$ cat config.mk
export PLATFORM = sky130hd
export DESIGN_NAME = hpi_device_flat
export DESIGN_NICKNAME = d
export VERILOG_FILES = /design/src/core/hpi_pkg.sv /design/src/core/hpi_if.sv /design/src/core/hpi_device.sv /design/src/flat_wrapper.sv
export SDC_FILE = /design/constraint.sdc
export NUM_CORES = 1
export LEC_CHECK = 0
export BUFFER_PORTS_ARGS = -buffer_cell sky130_fd_sc_hd__buf_2
export CAP_MARGIN = 20
export CORE_UTILIZATION = 35
export CTS_CLUSTER_SIZE = 30
export DETAILED_ROUTE_END_ITERATION = 12
export SLEW_MARGIN = 10
export SYNTH_ARGS = -nofsm -noshare
export SYNTH_HDL_FRONTEND = slang
export SYNTH_SLANG_ARGS = --single-unit
export TNS_END_PERCENT = 20
$ cat constraint.sdc
create_clock -name sys_clk -period 3.2 [get_ports sys_clk]
set_clock_uncertainty 0.15 [all_clocks]
set_input_delay 0.32 -clock sys_clk [delete_from_list [all_inputs] [get_ports sys_clk]]
set_output_delay 0.32 -clock sys_clk [all_outputs]
set_load 0.01 [all_outputs]
$ cat src/core/hpi_pkg.sv
/*
 * shared constants for the host port interrupt logic: request bit layout,
 * register indices, bus width and byte order settings.
 * assumes both ends and the interface are compiled after this package.
 */
package hpi_pkg;
    localparam int          NUM_REQ           = 9;
    localparam int          REQ_LSB           = 1;
    // register indices selected by the address port
    localparam logic [7:0]  REG_STATUS        = 8'h00;
    localparam logic [7:0]  REG_INT_ENABLE    = 8'h05;
    localparam logic [7:0]  REG_INT_ACK       = 8'h06;
    localparam logic [7:0]  REG_BUS_WIDTH     = 8'h07;
    localparam logic [7:0]  REG_BYTE_ORDER    = 8'h08;
    localparam logic [7:0]  REG_SELECT        = 8'h09;
    // status bit positions
    localparam int          STAT_SUMMARY      = 0;
    localparam int          STAT_IDLE         = 10;
    localparam int          STAT_FIFO_PIN     = 14;
    localparam int          STAT_BLOCK_PIN    = 15;
    localparam logic [15:0] ENABLE_RESET      = 16'h0000;
    localparam logic        BYTE_ORDER_RESET  = 1'b0;
    localparam logic        HIGH_FIRST        = 1'b0;
    localparam logic        WIDE_BUS_RESET    = 1'b1;
    typedef enum logic [1:0] {HPI_OP_WRITE, HPI_OP_READ, HPI_OP_ADDR} hpi_op_t;
endpackage

$ cat src/core/hpi_if.sv
/*
 * parallel host bus between host end and device end, plus interrupt and request pins.
 * assumes one sys_clk for both ends; data is split per direction.
 */
`timescale 1ns/1ps
interface hpi_if;
    logic        cs;
    logic        wr;
    logic        rd;
    logic        addr_sel;
    logic [15:0] wdata;
    logic [15:0] rdata;
    logic        rvalid;
    logic        host_int;
    logic        instr_fifo_request_pin;
    logic        block_transfer_request_pin;
    modport device (input cs, wr, rd, addr_sel, wdata,
                    output rdata, rvalid, host_int, instr_fifo_request_pin, block_transfer_request_pin);
    modport host   (output cs, wr, rd, addr_sel, wdata,
                    input rdata, rvalid, host_int, instr_fifo_request_pin, block_transfer_request_pin);
endinterface

$ cat src/core/hpi_device.sv
/*
 * device end: interrupt request latches, enable and acknowledge, status,
 * 8/16-bit host port with byte order, cascade sync pins.
 * assumes the host holds each request one cycle and keeps byte pairs adjacent.
 */
`timescale 1ns/1ps
module hpi_device (
    // clock and reset
    input  wire logic        sys_clk,
    input  wire logic        rst,
    // host bus
    hpi_if.device            bus,
    // condition inputs from the engine
    input  wire logic        fetch_empty,
    input  wire logic        idle_cond,
    input  wire logic        stack_overflow,
    input  wire logic        stack_reload,
    input  wire logic        addr_out_of_range,
    input  wire logic        addr_write_inside,
    input  wire logic        clip_out,
    input  wire logic        clip_write_inside,
    input  wire logic        frame_loaded,
    input  wire logic        instr_fifo_full,
    input  wire logic        instr_fifo_below_half,
    input  wire logic        block_request_cond,
    input  wire logic        vertical_blank,
    input  wire logic        notify_pulse,
    // cascade
    input  wire logic        local_match,
    input  wire logic        instr_ready,
    input  wire logic        mem_cycle_start,
    input  wire logic        match_sync_in,
    input  wire logic        memory_timing_sync_in,
    output logic             match_sync_out,
    output logic             memory_timing_sync_out,
    output logic             instr_start,
    output logic             mem_cycle_go,
    output logic             match_all
);
    typedef struct packed {
        logic [15:0] rdata;
        logic        rvalid;
        logic        host_int;
        logic        fifo_pin;
        logic        block_pin;
        logic [8:0]  req;
        logic [8:0]  enable;
        logic        wide;
        logic        order;
        logic        second;
        logic [7:0]  held;
        logic [7:0]  index;
        logic        fifo_filled;
        logic        vblank_prev;
        logic        idle_hold;
        logic        sof_hold;
        logic        dmx_hold;
        logic        clip_hold;
        logic        mo;
        logic        to;
        logic        start;
        logic        go;
        logic        match;
    } hpi_dev_state_t;

    hpi_dev_state_t s_q, s_d;

    function automatic logic [15:0] read_reg(input hpi_dev_state_t s, input logic [7:0] idx);
        logic [15:0] v;
        v = 16'h0000;
        unique case (idx)
            hpi_pkg::REG_STATUS: begin
                v[hpi_pkg::STAT_SUMMARY]                         = |s.req;
                v[hpi_pkg::REQ_LSB +: hpi_pkg::NUM_REQ]          = s.req;
                v[hpi_pkg::STAT_IDLE]                            = idle_cond;
                v[hpi_pkg::STAT_FIFO_PIN]                        = s.fifo_pin;
                v[hpi_pkg::STAT_BLOCK_PIN]                       = s.block_pin;
            end
            hpi_pkg::REG_INT_ENABLE: v[hpi_pkg::REQ_LSB +: hpi_pkg::NUM_REQ] = s.enable;
            hpi_pkg::REG_BYTE_ORDER: v[0] = s.order;
            default:                 v = 16'h0000;
        endcase
        return v;
    endfunction

    logic [15:0] full_w;
    logic        wr_done;
    logic [8:0]  cond;
    logic [8:0]  rise;
    logic [8:0]  ack;
    logic [15:0] rv;

    always_comb begin
        s_d = s_q;
        s_d.rvalid = 1'b0;
        full_w = bus.wdata;
        wr_done = 1'b0;
        ack = 9'h000;
        rv = read_reg(s_q, s_q.index);
        // sticky condition states
        s_d.idle_hold = (s_q.idle_hold | fetch_empty) & idle_cond;
        s_d.sof_hold = (s_q.sof_hold | stack_overflow) & ~stack_reload;
        s_d.dmx_hold = (s_q.dmx_hold | addr_out_of_range) & ~addr_write_inside;
        s_d.clip_hold = (s_q.clip_hold | clip_out) & ~clip_write_inside;
        if (instr_fifo_full)
            s_d.fifo_filled = 1'b1;
        s_d.fifo_pin = ~s_q.fifo_filled | instr_fifo_below_half;
        s_d.block_pin = block_request_cond;
        s_d.vblank_prev = vertical_blank;
        cond = {notify_pulse, vertical_blank, s_q.block_pin, s_q.fifo_pin, frame_loaded,
                s_q.clip_hold | clip_out, s_q.dmx_hold | addr_out_of_range,
                s_q.sof_hold | stack_overflow, s_q.idle_hold | fetch_empty};
        rise = {notify_pulse,
                vertical_blank & ~s_q.vblank_prev,
                s_d.block_pin & ~s_q.block_pin,
                s_d.fifo_pin & ~s_q.fifo_pin,
                frame_loaded,
                clip_out,
                addr_out_of_range,
                stack_overflow,
                fetch_empty};
        if (bus.cs && bus.wr && bus.addr_sel) begin
            s_d.index = bus.wdata[7:0];
            s_d.second = 1'b0;
        end else if (bus.cs && (bus.wr || bus.rd)) begin
            if (!s_q.wide) begin
                // pairs by position only; a stray byte from another access corrupts the pair
                s_d.second = ~s_q.second;
                if (bus.wr && !s_q.second)
                    s_d.held = bus.wdata[7:0];
                if (bus.wr && s_q.second) begin
                    wr_done = 1'b1;
                    full_w = (s_q.order == hpi_pkg::HIGH_FIRST) ? {s_q.held, bus.wdata[7:0]}
                                                                : {bus.wdata[7:0], s_q.held};
                end
                if (bus.rd) begin
                    s_d.rdata = {8'h00, ((s_q.order == hpi_pkg::HIGH_FIRST) ^ s_q.second) ? rv[15:8] : rv[7:0]};
                    s_d.rvalid = 1'b1;
                end
            end else begin
                wr_done = bus.wr;
                if (bus.rd) begin
                    s_d.rdata = rv;
                    s_d.rvalid = 1'b1;
                end
            end
        end
        if (wr_done) begin
            unique case (s_q.index)
                hpi_pkg::REG_INT_ENABLE: s_d.enable = full_w[hpi_pkg::REQ_LSB +: hpi_pkg::NUM_REQ];
                hpi_pkg::REG_INT_ACK:    ack = full_w[hpi_pkg::REQ_LSB +: hpi_pkg::NUM_REQ];
                hpi_pkg::REG_BYTE_ORDER: s_d.order = full_w[0];
                default: ;
            endcase
        end
        // width switch takes effect on the first write to it, even in 16-bit mode
        if (bus.cs && bus.wr && !bus.addr_sel && s_q.index == hpi_pkg::REG_BUS_WIDTH)
            s_d.wide = 1'b0;
        s_d.req = (s_q.req & ~(ack & ~cond)) | rise;
        s_d.host_int = |(s_d.req & s_d.enable);
        // cascade: match wired-and across devices, start when all agree
        s_d.mo = local_match & instr_ready;
        s_d.match = match_sync_in & local_match;
        s_d.start = match_sync_in & s_q.mo;
        s_d.to = mem_cycle_start;
        s_d.go = memory_timing_sync_in;
    end

    always_ff @(posedge sys_clk) begin
        if (rst) begin
            s_q <= '0;
            s_q.wide <= hpi_pkg::WIDE_BUS_RESET;
            s_q.order <= hpi_pkg::BYTE_ORDER_RESET;
            s_q.enable <= hpi_pkg::ENABLE_RESET[8:0];
            s_q.fifo_pin <= 1'b1;
        end else begin
            s_q <= s_d;
        end
    end

    assign bus.rdata = s_q.rdata;
    assign bus.rvalid = s_q.rvalid;
    assign bus.host_int = s_q.host_int;
    assign bus.instr_fifo_request_pin = s_q.fifo_pin;
    assign bus.block_transfer_request_pin = s_q.block_pin;
    assign match_sync_out = s_q.mo;
    assign memory_timing_sync_out = s_q.to;
    assign instr_start = s_q.start;
    assign mem_cycle_go = s_q.go;
    assign match_all = s_q.match;
endmodule

$ cat src/flat_wrapper.sv
// flat-port wrapper written by rule: the top's interface ports become plain ports
module hpi_device_flat 
  (sys_clk, rst, fetch_empty, idle_cond, stack_overflow, stack_reload, addr_out_of_range, addr_write_inside, clip_out, clip_write_inside, frame_loaded, instr_fifo_full, instr_fifo_below_half, block_request_cond, vertical_blank, notify_pulse, local_match, instr_ready, mem_cycle_start, match_sync_in, memory_timing_sync_in, match_sync_out, memory_timing_sync_out, instr_start, mem_cycle_go, match_all, bus_cs, bus_wr, bus_rd, bus_addr_sel, bus_wdata, bus_rdata, bus_rvalid, bus_host_int, bus_instr_fifo_request_pin, bus_block_transfer_request_pin);
  hpi_if bus_i ();
  input  wire logic sys_clk;
  input  wire logic rst;
  input  wire logic fetch_empty;
  input  wire logic idle_cond;
  input  wire logic stack_overflow;
  input  wire logic stack_reload;
  input  wire logic addr_out_of_range;
  input  wire logic addr_write_inside;
  input  wire logic clip_out;
  input  wire logic clip_write_inside;
  input  wire logic frame_loaded;
  input  wire logic instr_fifo_full;
  input  wire logic instr_fifo_below_half;
  input  wire logic block_request_cond;
  input  wire logic vertical_blank;
  input  wire logic notify_pulse;
  input  wire logic local_match;
  input  wire logic instr_ready;
  input  wire logic mem_cycle_start;
  input  wire logic match_sync_in;
  input  wire logic memory_timing_sync_in;
  output logic match_sync_out;
  output logic memory_timing_sync_out;
  output logic instr_start;
  output logic mem_cycle_go;
  output logic match_all;
  input wire logic [$bits(bus_i.cs)-1:0] bus_cs;
  input wire logic [$bits(bus_i.wr)-1:0] bus_wr;
  input wire logic [$bits(bus_i.rd)-1:0] bus_rd;
  input wire logic [$bits(bus_i.addr_sel)-1:0] bus_addr_sel;
  input wire logic [$bits(bus_i.wdata)-1:0] bus_wdata;
  output wire logic [$bits(bus_i.rdata)-1:0] bus_rdata;
  output wire logic [$bits(bus_i.rvalid)-1:0] bus_rvalid;
  output wire logic [$bits(bus_i.host_int)-1:0] bus_host_int;
  output wire logic [$bits(bus_i.instr_fifo_request_pin)-1:0] bus_instr_fifo_request_pin;
  output wire logic [$bits(bus_i.block_transfer_request_pin)-1:0] bus_block_transfer_request_pin;
  assign bus_i.cs = bus_cs;
  assign bus_i.wr = bus_wr;
  assign bus_i.rd = bus_rd;
  assign bus_i.addr_sel = bus_addr_sel;
  assign bus_i.wdata = bus_wdata;
  assign bus_rdata = bus_i.rdata;
  assign bus_rvalid = bus_i.rvalid;
  assign bus_host_int = bus_i.host_int;
  assign bus_instr_fifo_request_pin = bus_i.instr_fifo_request_pin;
  assign bus_block_transfer_request_pin = bus_i.block_transfer_request_pin;
  hpi_device u_core (.sys_clk(sys_clk), .rst(rst), .bus(bus_i), .fetch_empty(fetch_empty), .idle_cond(idle_cond), .stack_overflow(stack_overflow), .stack_reload(stack_reload), .addr_out_of_range(addr_out_of_range), .addr_write_inside(addr_write_inside), .clip_out(clip_out), .clip_write_inside(clip_write_inside), .frame_loaded(frame_loaded), .instr_fifo_full(instr_fifo_full), .instr_fifo_below_half(instr_fifo_below_half), .block_request_cond(block_request_cond), .vertical_blank(vertical_blank), .notify_pulse(notify_pulse), .local_match(local_match), .instr_ready(instr_ready), .mem_cycle_start(mem_cycle_start), .match_sync_in(match_sync_in), .memory_timing_sync_in(memory_timing_sync_in), .match_sync_out(match_sync_out), .memory_timing_sync_out(memory_timing_sync_out), .instr_start(instr_start), .mem_cycle_go(mem_cycle_go), .match_all(match_all));
endmodule
Word-level counts from Yosys, hierarchy flattened
Index checks and enable logic that the tools add are counted.

Word-level logic and storage cells: 101. Register bits after elaboration: 68. Output and inout port bits: 25.

Equal/unequal tests: 4. Reduce and logical (&&, ||, !) cells: 19. Bitwise gates (word level): 34. Mux-type cells: 21.

Operators by type and width (count): $mux W17 (3); $mux W10 (5); $mux W9 (4); $and A9 B9 Y9 (3); $eq A8 B3 Y1 const B (3); $not A9 Y9 (2); $pmux W9 S2 (1); $reduce_or A9 Y1 (2); $not A1 Y1 (12); $and A1 B1 Y1 (10); $or A9 B9 Y9 (1); $eq A8 B4 Y1 const B (1); $logic_not A8 Y1 (1); $mux W8 (1); $logic_and A1 B1 Y1 (7); $mux W1 (5); $or A1 B1 Y1 (5); $reduce_and A2 Y1 (2); $reduce_and A4 Y1 (1); $reduce_and A3 Y1 (1); $reduce_or A3 Y1 (1); $logic_not A1 Y1 (2); $mux W2 (1); $pmux W1 S2 (1); 3 further kinds (3).

Longest topological paths before layout
Gate-level depths: netlist of run 1.

Depth in word-level cells: 13. Mapped depth: 8.

Worst setup path after synthesis of run 1
No wires, ideal clock.

Kind: register to register. Start point: register u_core.s_q[16] in the netlist's numbering. End point: register u_core.s_q, in the netlist u_core.bus.host_int. Path slack: 895 ps. Library setup time: 138 ps. Path buffers: 0. Data arrival time: 2017 ps. Data required time: 2912 ps. Cell stages (with the launch flop): 8. Cell sequence: dfxtp_1 -> nor4_4 -> nand4b_2 -> nor4b_4 -> mux2_1 -> a32oi_1 -> o2111a_1 -> a41oi_2.

Word-level cells in the longest chain between the ends: 9. Elaborated cells on any way between the ends: 12. Classes of those cells: eq/ne: 2; mux: 4; bitwise: 5; reduce/logical: 1.

Ends and longest elaborated chain: start: declaration (RTL line hpi_device.sv:66) `hpi_dev_state_t s_q, s_d;`; $eq A8 B3 Y1 (RTL line hpi_device.sv:149) `unique case (s_q.index)`; $mux W9 (RTL line hpi_device.sv:149); $mux W9 (RTL line hpi_device.sv:148) `if (wr_done) begin`; $and A9 B9 Y9 (RTL line hpi_device.sv:159) `s_d.req = (s_q.req & ~(ack & ~cond)) | rise;`; $not A9 Y9 (RTL line hpi_device.sv:159); $and A9 B9 Y9 (RTL line hpi_device.sv:159); $or A9 B9 Y9 (RTL line hpi_device.sv:159); $and A9 B9 Y9 * (RTL line hpi_device.sv:160) `s_d.host_int = |(s_d.req & s_d.enable);`; $reduce_or A9 Y1 * (RTL line hpi_device.sv:160).

Every way passes the cells marked *; elsewhere a longest branch is shown, timed or not. A chain may end at the register's enable or synchronous reset.

Final worst setup path of run 1
Ends and elaborated chain as after synthesis.

==> impl_metrics.toml, run 1 <==
[run_status]
run_status = "complete, no violations"

[clock_tree]
h_tree_lvl_count = 3
cts.sink_count = 65
clkTransAtPathRegs_ns = 0.07
root_buffer = "sky130_fd_sc_hd__clkbuf_8"
cts_tree = "built"
cts_setup_buffers = 0
cts_hold_buffers = 3
cts_buffers = 9
clk_path_buf_depth = 2
clkLatencyLatePin_ns = 0.34
post_cts_sizing = 0

[hold_path]
startpoint_of_the_most_critical_hold_path = "instr_fifo_below_half"
timing.hold.worst.class = "primary input to flip-flop"

[sta]
min_period_over_period = 0.7804
rsz0062_at_grt = "false"
final.setup.worst_slack_ns = 0.7028
final-hold-violation-count = 0
timing_max_transition_violations_final = 0
final-setup-viol-count = 0
setup-tns-final_ns = 0
timing.hold.ws_ns = 0.02620
slew-limit-headroom = 0.4857
fmax_mhz = 400.4
timing_worst_slew_pin_value_ns = 0.7715
final_period_minus_worst_setup_slack_ns = 2.497

[global_routing]
vias_in_the_first_global_route = 2298
grt_first_pass_wirelength_mm = 11.18
grt_max_degree = 42
number_of_antenna_violations_at_the_first_check_in_global_routing = 0
grtUsageTotal = 0.1689
grt-ovfl-total = 0

[synth]
ys_ff_latch = 65
yosysWarningCount = 0
syn_area_per_cell_um2 = 8.536
number_of_synthesized_flops_with_an_enable_pin = 0
yosysSeqAreaShare = 0.4510
yosys.cell_types.count = 49
post_synth_arst_share = 0
syn-cell-area_um2 = 2885
syn-instance-count = 338
synth-main-ff-cell = "sky130_fd_sc_hd__dfxtp_1"

[die]
num_rows = 32
die_x_um = 92.80
initial_core_util = 0.3677
die_h_um = 92.80
core_region_area_um2 = 7848
die-area_um2 = 8611
io_pins = 66

[worst_setup_path]
critical_path_class = "flip-flop to flip-flop"
path_cells = "nor4_4, nand4b_2, nor4b_4, mux2_1, a32oi_1, o2111a_1, a41oi_2"
critical_path_arrival_ns = 2.53
worstReg2RegStart = "u_core.s_q[16]"
critical-path-max-stage-delay_ns = 0.40
master_of_the_slowest_instance_on_the_critical_path = "sky130_fd_sc_hd__nor4b_4"
cp-end-kind = "flip-flop"
worst_path_dominant_cell_family = "simple AND/OR/NAND/NOR gates"
timing.critical_path.from = "u_core.s_q[16]"
worst-path-buf-inv = 0
crit_required_ns = 3.23
start_kind = "flip-flop"
path_max_fanout = 4

[place]
port_buffers = 56
preCtsSetupSlack_ns = 0.6843
placedInstanceArea_um2 = 3157
place_congestion = 0.7858
place.detailed.instances = 471
detailedPlacementHpwl_mm = 4.925

[final_layout]
filler_cell_count = 836
final_layout_size_suffix_gt1_frac = 0.2202
final_core_utilization = 0.4276
area_taken_by_multi_input_logic_gates_um2 = 1391
insertedDiodeCount = 0
area_growth_syn_to_layout_pct = 16.31
seqCellArea_um2 = 1301
finalNetCount = 424
finish.instance_area_um2 = 3356
layout.cells.non_filler = 488

[pwr]
leakage_nw = 1.387
vdd_drop_max_uv = 157.3
total_power_mw = 1.626
power.density_cell_area_nw_per_um2 = 484.4

[drt]
via_per_inst = 4.967
detailedRoute.firstPassIterationCount = 4
initialDrtViolationCount = 112
drt.antenna.violating_nets = 0
routed-via-count = 2424
drc_markers = 0
avgRoutedWirePerCell_um = 13.81
finalWirelength_mm = 6.741

[run]
timing.max_cap.violations = 0
## worst min-delay path, stage by stage
cell,delay [ns]
sky130_fd_sc_hd__buf_2,0.08
sky130_fd_sc_hd__nor2b_1,0.04
sky130_fd_sc_hd__nand2b_1,0.05
## sequential cells by signal, summed over array words and instances (netlist names)
register and flops:
u_core.mem_cycle_go 1, u_core.bus.host_int 1, u_core.match_all 1, u_core.match_sync_out 1, u_core.instr_start 1, u_core.s_q 43
u_core.bus.block_transfer_request_pin 1, u_core.bus.instr_fifo_request_pin 1, u_core.bus.rdata 13, u_core.memory_timing_sync_out 1, u_core.bus.rvalid 1
## worst paths after layout
kind                                  endpoint  slack (ns)  depth (start not counted)
max reg2reg                u_core.bus.host_int        0.70                          7
min          u_core.bus.instr_fifo_request_pin        0.03                          3
max                        u_core.bus.host_int        0.70                          7
min reg2reg                 u_core.instr_start        0.28                          2
## metal layers
layer	part of all wire	vias up	global-route usage
met1	0.48	1108	0.2263
met3	0.047	6	0.02791
met4	0.016	0	0.08077
met2	0.45	54	0.2629
li1	-	1256	-
met5	0	-	0
## cell usage in the layout, fill, tap and decap left out, types with 3 or more instances in the layout
cell	instances
sky130_fd_sc_hd__dfxtp_1	65
sky130_fd_sc_hd__buf_2	56
sky130_fd_sc_hd__nand2_1	44
sky130_fd_sc_hd__nor2_1	43
sky130_fd_sc_hd__a21oi_1	31
sky130_fd_sc_hd__o21ai_0	12
sky130_fd_sc_hd__nor2b_1	12
sky130_fd_sc_hd__nand3_1	12
sky130_fd_sc_hd__clkbuf_8	11
sky130_fd_sc_hd__mux2i_1	10
sky130_fd_sc_hd__nor3_1	8
sky130_fd_sc_hd__a22oi_1	6
sky130_fd_sc_hd__buf_4	6
sky130_fd_sc_hd__a221oi_1	5
sky130_fd_sc_hd__and3b_1	3
sky130_fd_sc_hd__nor3b_1	3
sky130_fd_sc_hd__mux2_2	3
sky130_fd_sc_hd__inv_1	3
sky130_fd_sc_hd__or3_1	3
sky130_fd_sc_hd__and3_1	3
sky130_fd_sc_hd__nand4_1	3
sky130_fd_sc_hd__nand2b_1	3
sky130_fd_sc_hd__conb_1	3
sky130_fd_sc_hd__dlygate4sd3_1	3
## power by group
part | switching [mW] | total, mW | internal [mW]
sequential | 0.0201 | 0.855 | 0.835
combinational | 0.0885 | 0.155 | 0.0670
clock | 0.303 | 0.615 | 0.312
## cell type report
cell class,instances,share of cell area
Multi-Input combinational cell,239,0.4146
Clock buffer,11,0.04512
Timing Repair Buffer,65,0.1059
Tap cell,102,0.03803
Inverter,3,0.003356
Clock inverter,3,0.005220
Sequential cell,65,0.3878
## logic make-up (layout without fill, tap and decap cells)
kind of cell / after synthesis / count (layout) / share of synthesized area
buf+inv: 36 / 82 / 0.06939
xor+xnor: 2 / 2 / 0.006072
compound gates: 69 / 69 / 0.1514
other cells: 1 / 3 / 0.001300
simple gates: 151 / 151 / 0.2706
flops: 65 / 65 / 0.4510
mux: 14 / 14 / 0.05030
## cell usage after synthesis, drive strengths merged (4+ instances only)
master	count	area [µm²]
nor2b	12	75.07
dfxtp	65	1301
mux2	4	45.04
a22oi	6	45.04
a221oi	5	43.79
o21ai	12	60.06
nor2	43	161.4
clkbuf	13	48.80
nor3	8	40.04
nand2	44	165.2
nand3	13	77.58
buf	20	140.1
mux2i	10	100.1
a21oi	31	155.2
Power figures use the tool's default switching activity.
==> inputs of run 2 (changes only) <==
clock period = 2.3 ns   (was 3.2 ns; I/O delays follow)
==> run 2 against run 1 <==
Worst setup slack got worse by 0.74 ns. Global-route usage grew 1.2 points. Hold slack got worse by 0.022 ns. Critical path type unchanged. Sequential share of layout area is 4.9 points lower. Final area up 15%. Non-clock buffer count is 42 higher. The run now ends with negative setup slack left. Largest cell class unchanged. First-iteration DRC count grew 1.8%.
==> impl_metrics.toml, run 2 (synthesis results as in run 1) <==
[place]
port_buffers = 56
placedInstanceArea_um2 = 3297
place_congestion = 0.7695
detailedPlacementHpwl_mm = 5.219

[die]
initial_core_util = 0.3677
core_region_area_um2 = 7848
io_pins = 66
die_x_um = 92.80
die_h_um = 92.80
die-area_um2 = 8611
num_rows = 32

[sta]
min_period_over_period = 1.016
final_period_minus_worst_setup_slack_ns = 2.338
rsz0062_at_grt = "true"
timing.hold.ws_ns = 0.004205
final-hold-violation-count = 0
final-setup-viol-count = 1
final.setup.worst_slack_ns = -0.03770
timing_max_transition_violations_final = 0
fmax_mhz = 427.8

[worst_setup_path]
crit_required_ns = 2.37
start_kind = "flip-flop"
critical_path_arrival_ns = 2.41
critical_path_class = "flip-flop to flip-flop"
cp-end-kind = "flip-flop"
path_max_fanout = 6
rrSetupSlack_ns = -0.04

[clock_tree]
clk_path_buf_depth = 2
cts.sink_count = 65
root_buffer = "sky130_fd_sc_hd__clkbuf_8"
cts_buffers = 9
clkLatencyLatePin_ns = 0.35
clkTransAtPathRegs_ns = 0.07
h_tree_lvl_count = 3
cts_tree = "built"

[final_layout]
finish.instance_area_um2 = 3846
final_core_utilization = 0.4901
layout_common_cells = "sky130_fd_sc_hd__dfxtp_1, sky130_fd_sc_hd__buf_2, sky130_fd_sc_hd__nand2_1, sky130_fd_sc_hd__nor2_1, sky130_fd_sc_hd__a21oi_1"
final_layout_size_suffix_gt1_frac = 0.2674
layout.cells.most_common = "sky130_fd_sc_hd__dfxtp_1"
area_growth_syn_to_layout_pct = 33.30
finalNetCount = 466
largest_reg_flops = 43
insertedDiodeCount = 0
reg_with_most_ffs = "u_core.s_q"

[global_routing]
grt_busiest_layer = "met2"
number_of_antenna_violations_at_the_first_check_in_global_routing = 0
grt_max_degree = 42
grtUsageTotal = 0.1805
vias_in_the_first_global_route = 2580
grt-ovfl-total = 0
grt_first_pass_wirelength_mm = 12.09
grt_util_met2 = 0.2984
global_route.usage.met1 = 0.2216
globalRouteMet3Util = 0.05501

[run_status]
violations_in_the_final_reports = "negative setup slack"
run_status = "complete, but fails checks"

[drt]
drt.antenna.violating_nets = 0
via_per_inst = 4.938
detailedRoute.firstPassIterationCount = 4
routed-via-count = 2627
finalWirelength_mm = 7.348
drc_markers = 0
initialDrtViolationCount = 114
avgRoutedWirePerCell_um = 13.81

[pwr]
power.density_cell_area_nw_per_um2 = 630.0
vdd_drop_max_uv = 213.2
leakage_nw = 1.589
total_power_mw = 2.423

[hold_path]
timing.hold.worst.class = "primary input to flip-flop"

[run]
timing.max_cap.violations = 0
==> run 2: cell types whose count changed in the layout (fill, tap and decap cells not counted), moves of 2 or more <==
cell                            before  now
sky130_fd_sc_hd__dlygate4sd3_1       3   22
sky130_fd_sc_hd__buf_4               6   24
sky130_fd_sc_hd__clkbuf_1            0    4
sky130_fd_sc_hd__buf_12              0    2
sky130_fd_sc_hd__buf_6               0    2
sky130_fd_sc_hd__clkinv_2            2    0
sky130_fd_sc_hd__dfxtp_1            65   63
sky130_fd_sc_hd__dfxtp_2             0    2
sky130_fd_sc_hd__mux2_4              0    2
sky130_fd_sc_hd__o21ai_0            12   10
==> run 2: timing repair <==
item	4_1_cts	5_1_grt
pin swaps	3	7
gates cloned	0	1
endpoints found under the hold margin	21	0
setup endpoints to repair	1	11
buffers inserted	2	3
gates resized for setup	2	17
hold buffers	22	0
==> run 2: worst paths after layout <==
path,start,to,depth (start not counted)
max,u_core.s_q[16],u_core.bus.host_int,8
min,bus_wdata[6],u_core.s_q[17],3
max reg2reg,u_core.s_q[16],u_core.bus.host_int,8
min reg2reg,u_core.match_sync_out,u_core.instr_start,2
==> run 2: power by group <==
| part | internal (mW) | switching [mW] | leakage [nW] |
|---|---|---|---|
| logic | 0.135 | 0.136 | 0.967 |
| registers | 1.16 | 0.0276 | 0.531 |
| clock network | 0.533 | 0.430 | 0.0909 |
| total | 1.83 | 0.594 | 1.59 |
==> run 2: per-stage QoR <==
step	TNS, ns	setup WS, ns	std cells
after floorplan	-0.004571	-0.004571	340
after global placement	-0.02534	-0.02534	488
after detailed placement	-0.06317	-0.06317	488
after CTS	-0.05339	-0.05339	528
after global routing	-0.1387	-0.1387	532
final	-0.03770	-0.03770	532
==> run 2: per-layer routing <==
metal	vias to the layer above	part of all wire
li1	1337	-
met1	1219	0.47
met5	-	0
met4	0	0.016
met2	63	0.47
met3	8	0.046
==> run 2: critical path, cell delays in order, from the launching register on <==
cell	delay, ns
sky130_fd_sc_hd__dfxtp_2	0.33
sky130_fd_sc_hd__nor4_4	0.38
sky130_fd_sc_hd__buf_4	0.17
sky130_fd_sc_hd__nand4b_1	0.11
sky130_fd_sc_hd__buf_6	0.16
sky130_fd_sc_hd__or3_1	0.38
sky130_fd_sc_hd__a32oi_2	0.23
sky130_fd_sc_hd__o2111a_1	0.21
sky130_fd_sc_hd__a41oi_2	0.08
==> run 2: final cells by class <==
cell class | count | area (µm²)
multi-input cells | 239 | 1445
repair buffers | 107 | 768.2
well taps | 102 | 127.6
clock buffers | 14 | 152.6
inverters | 3 | 11.26
flip-flops and latches | 65 | 1304
fillers | 790 | 4001
clock inverters | 2 | 37.54
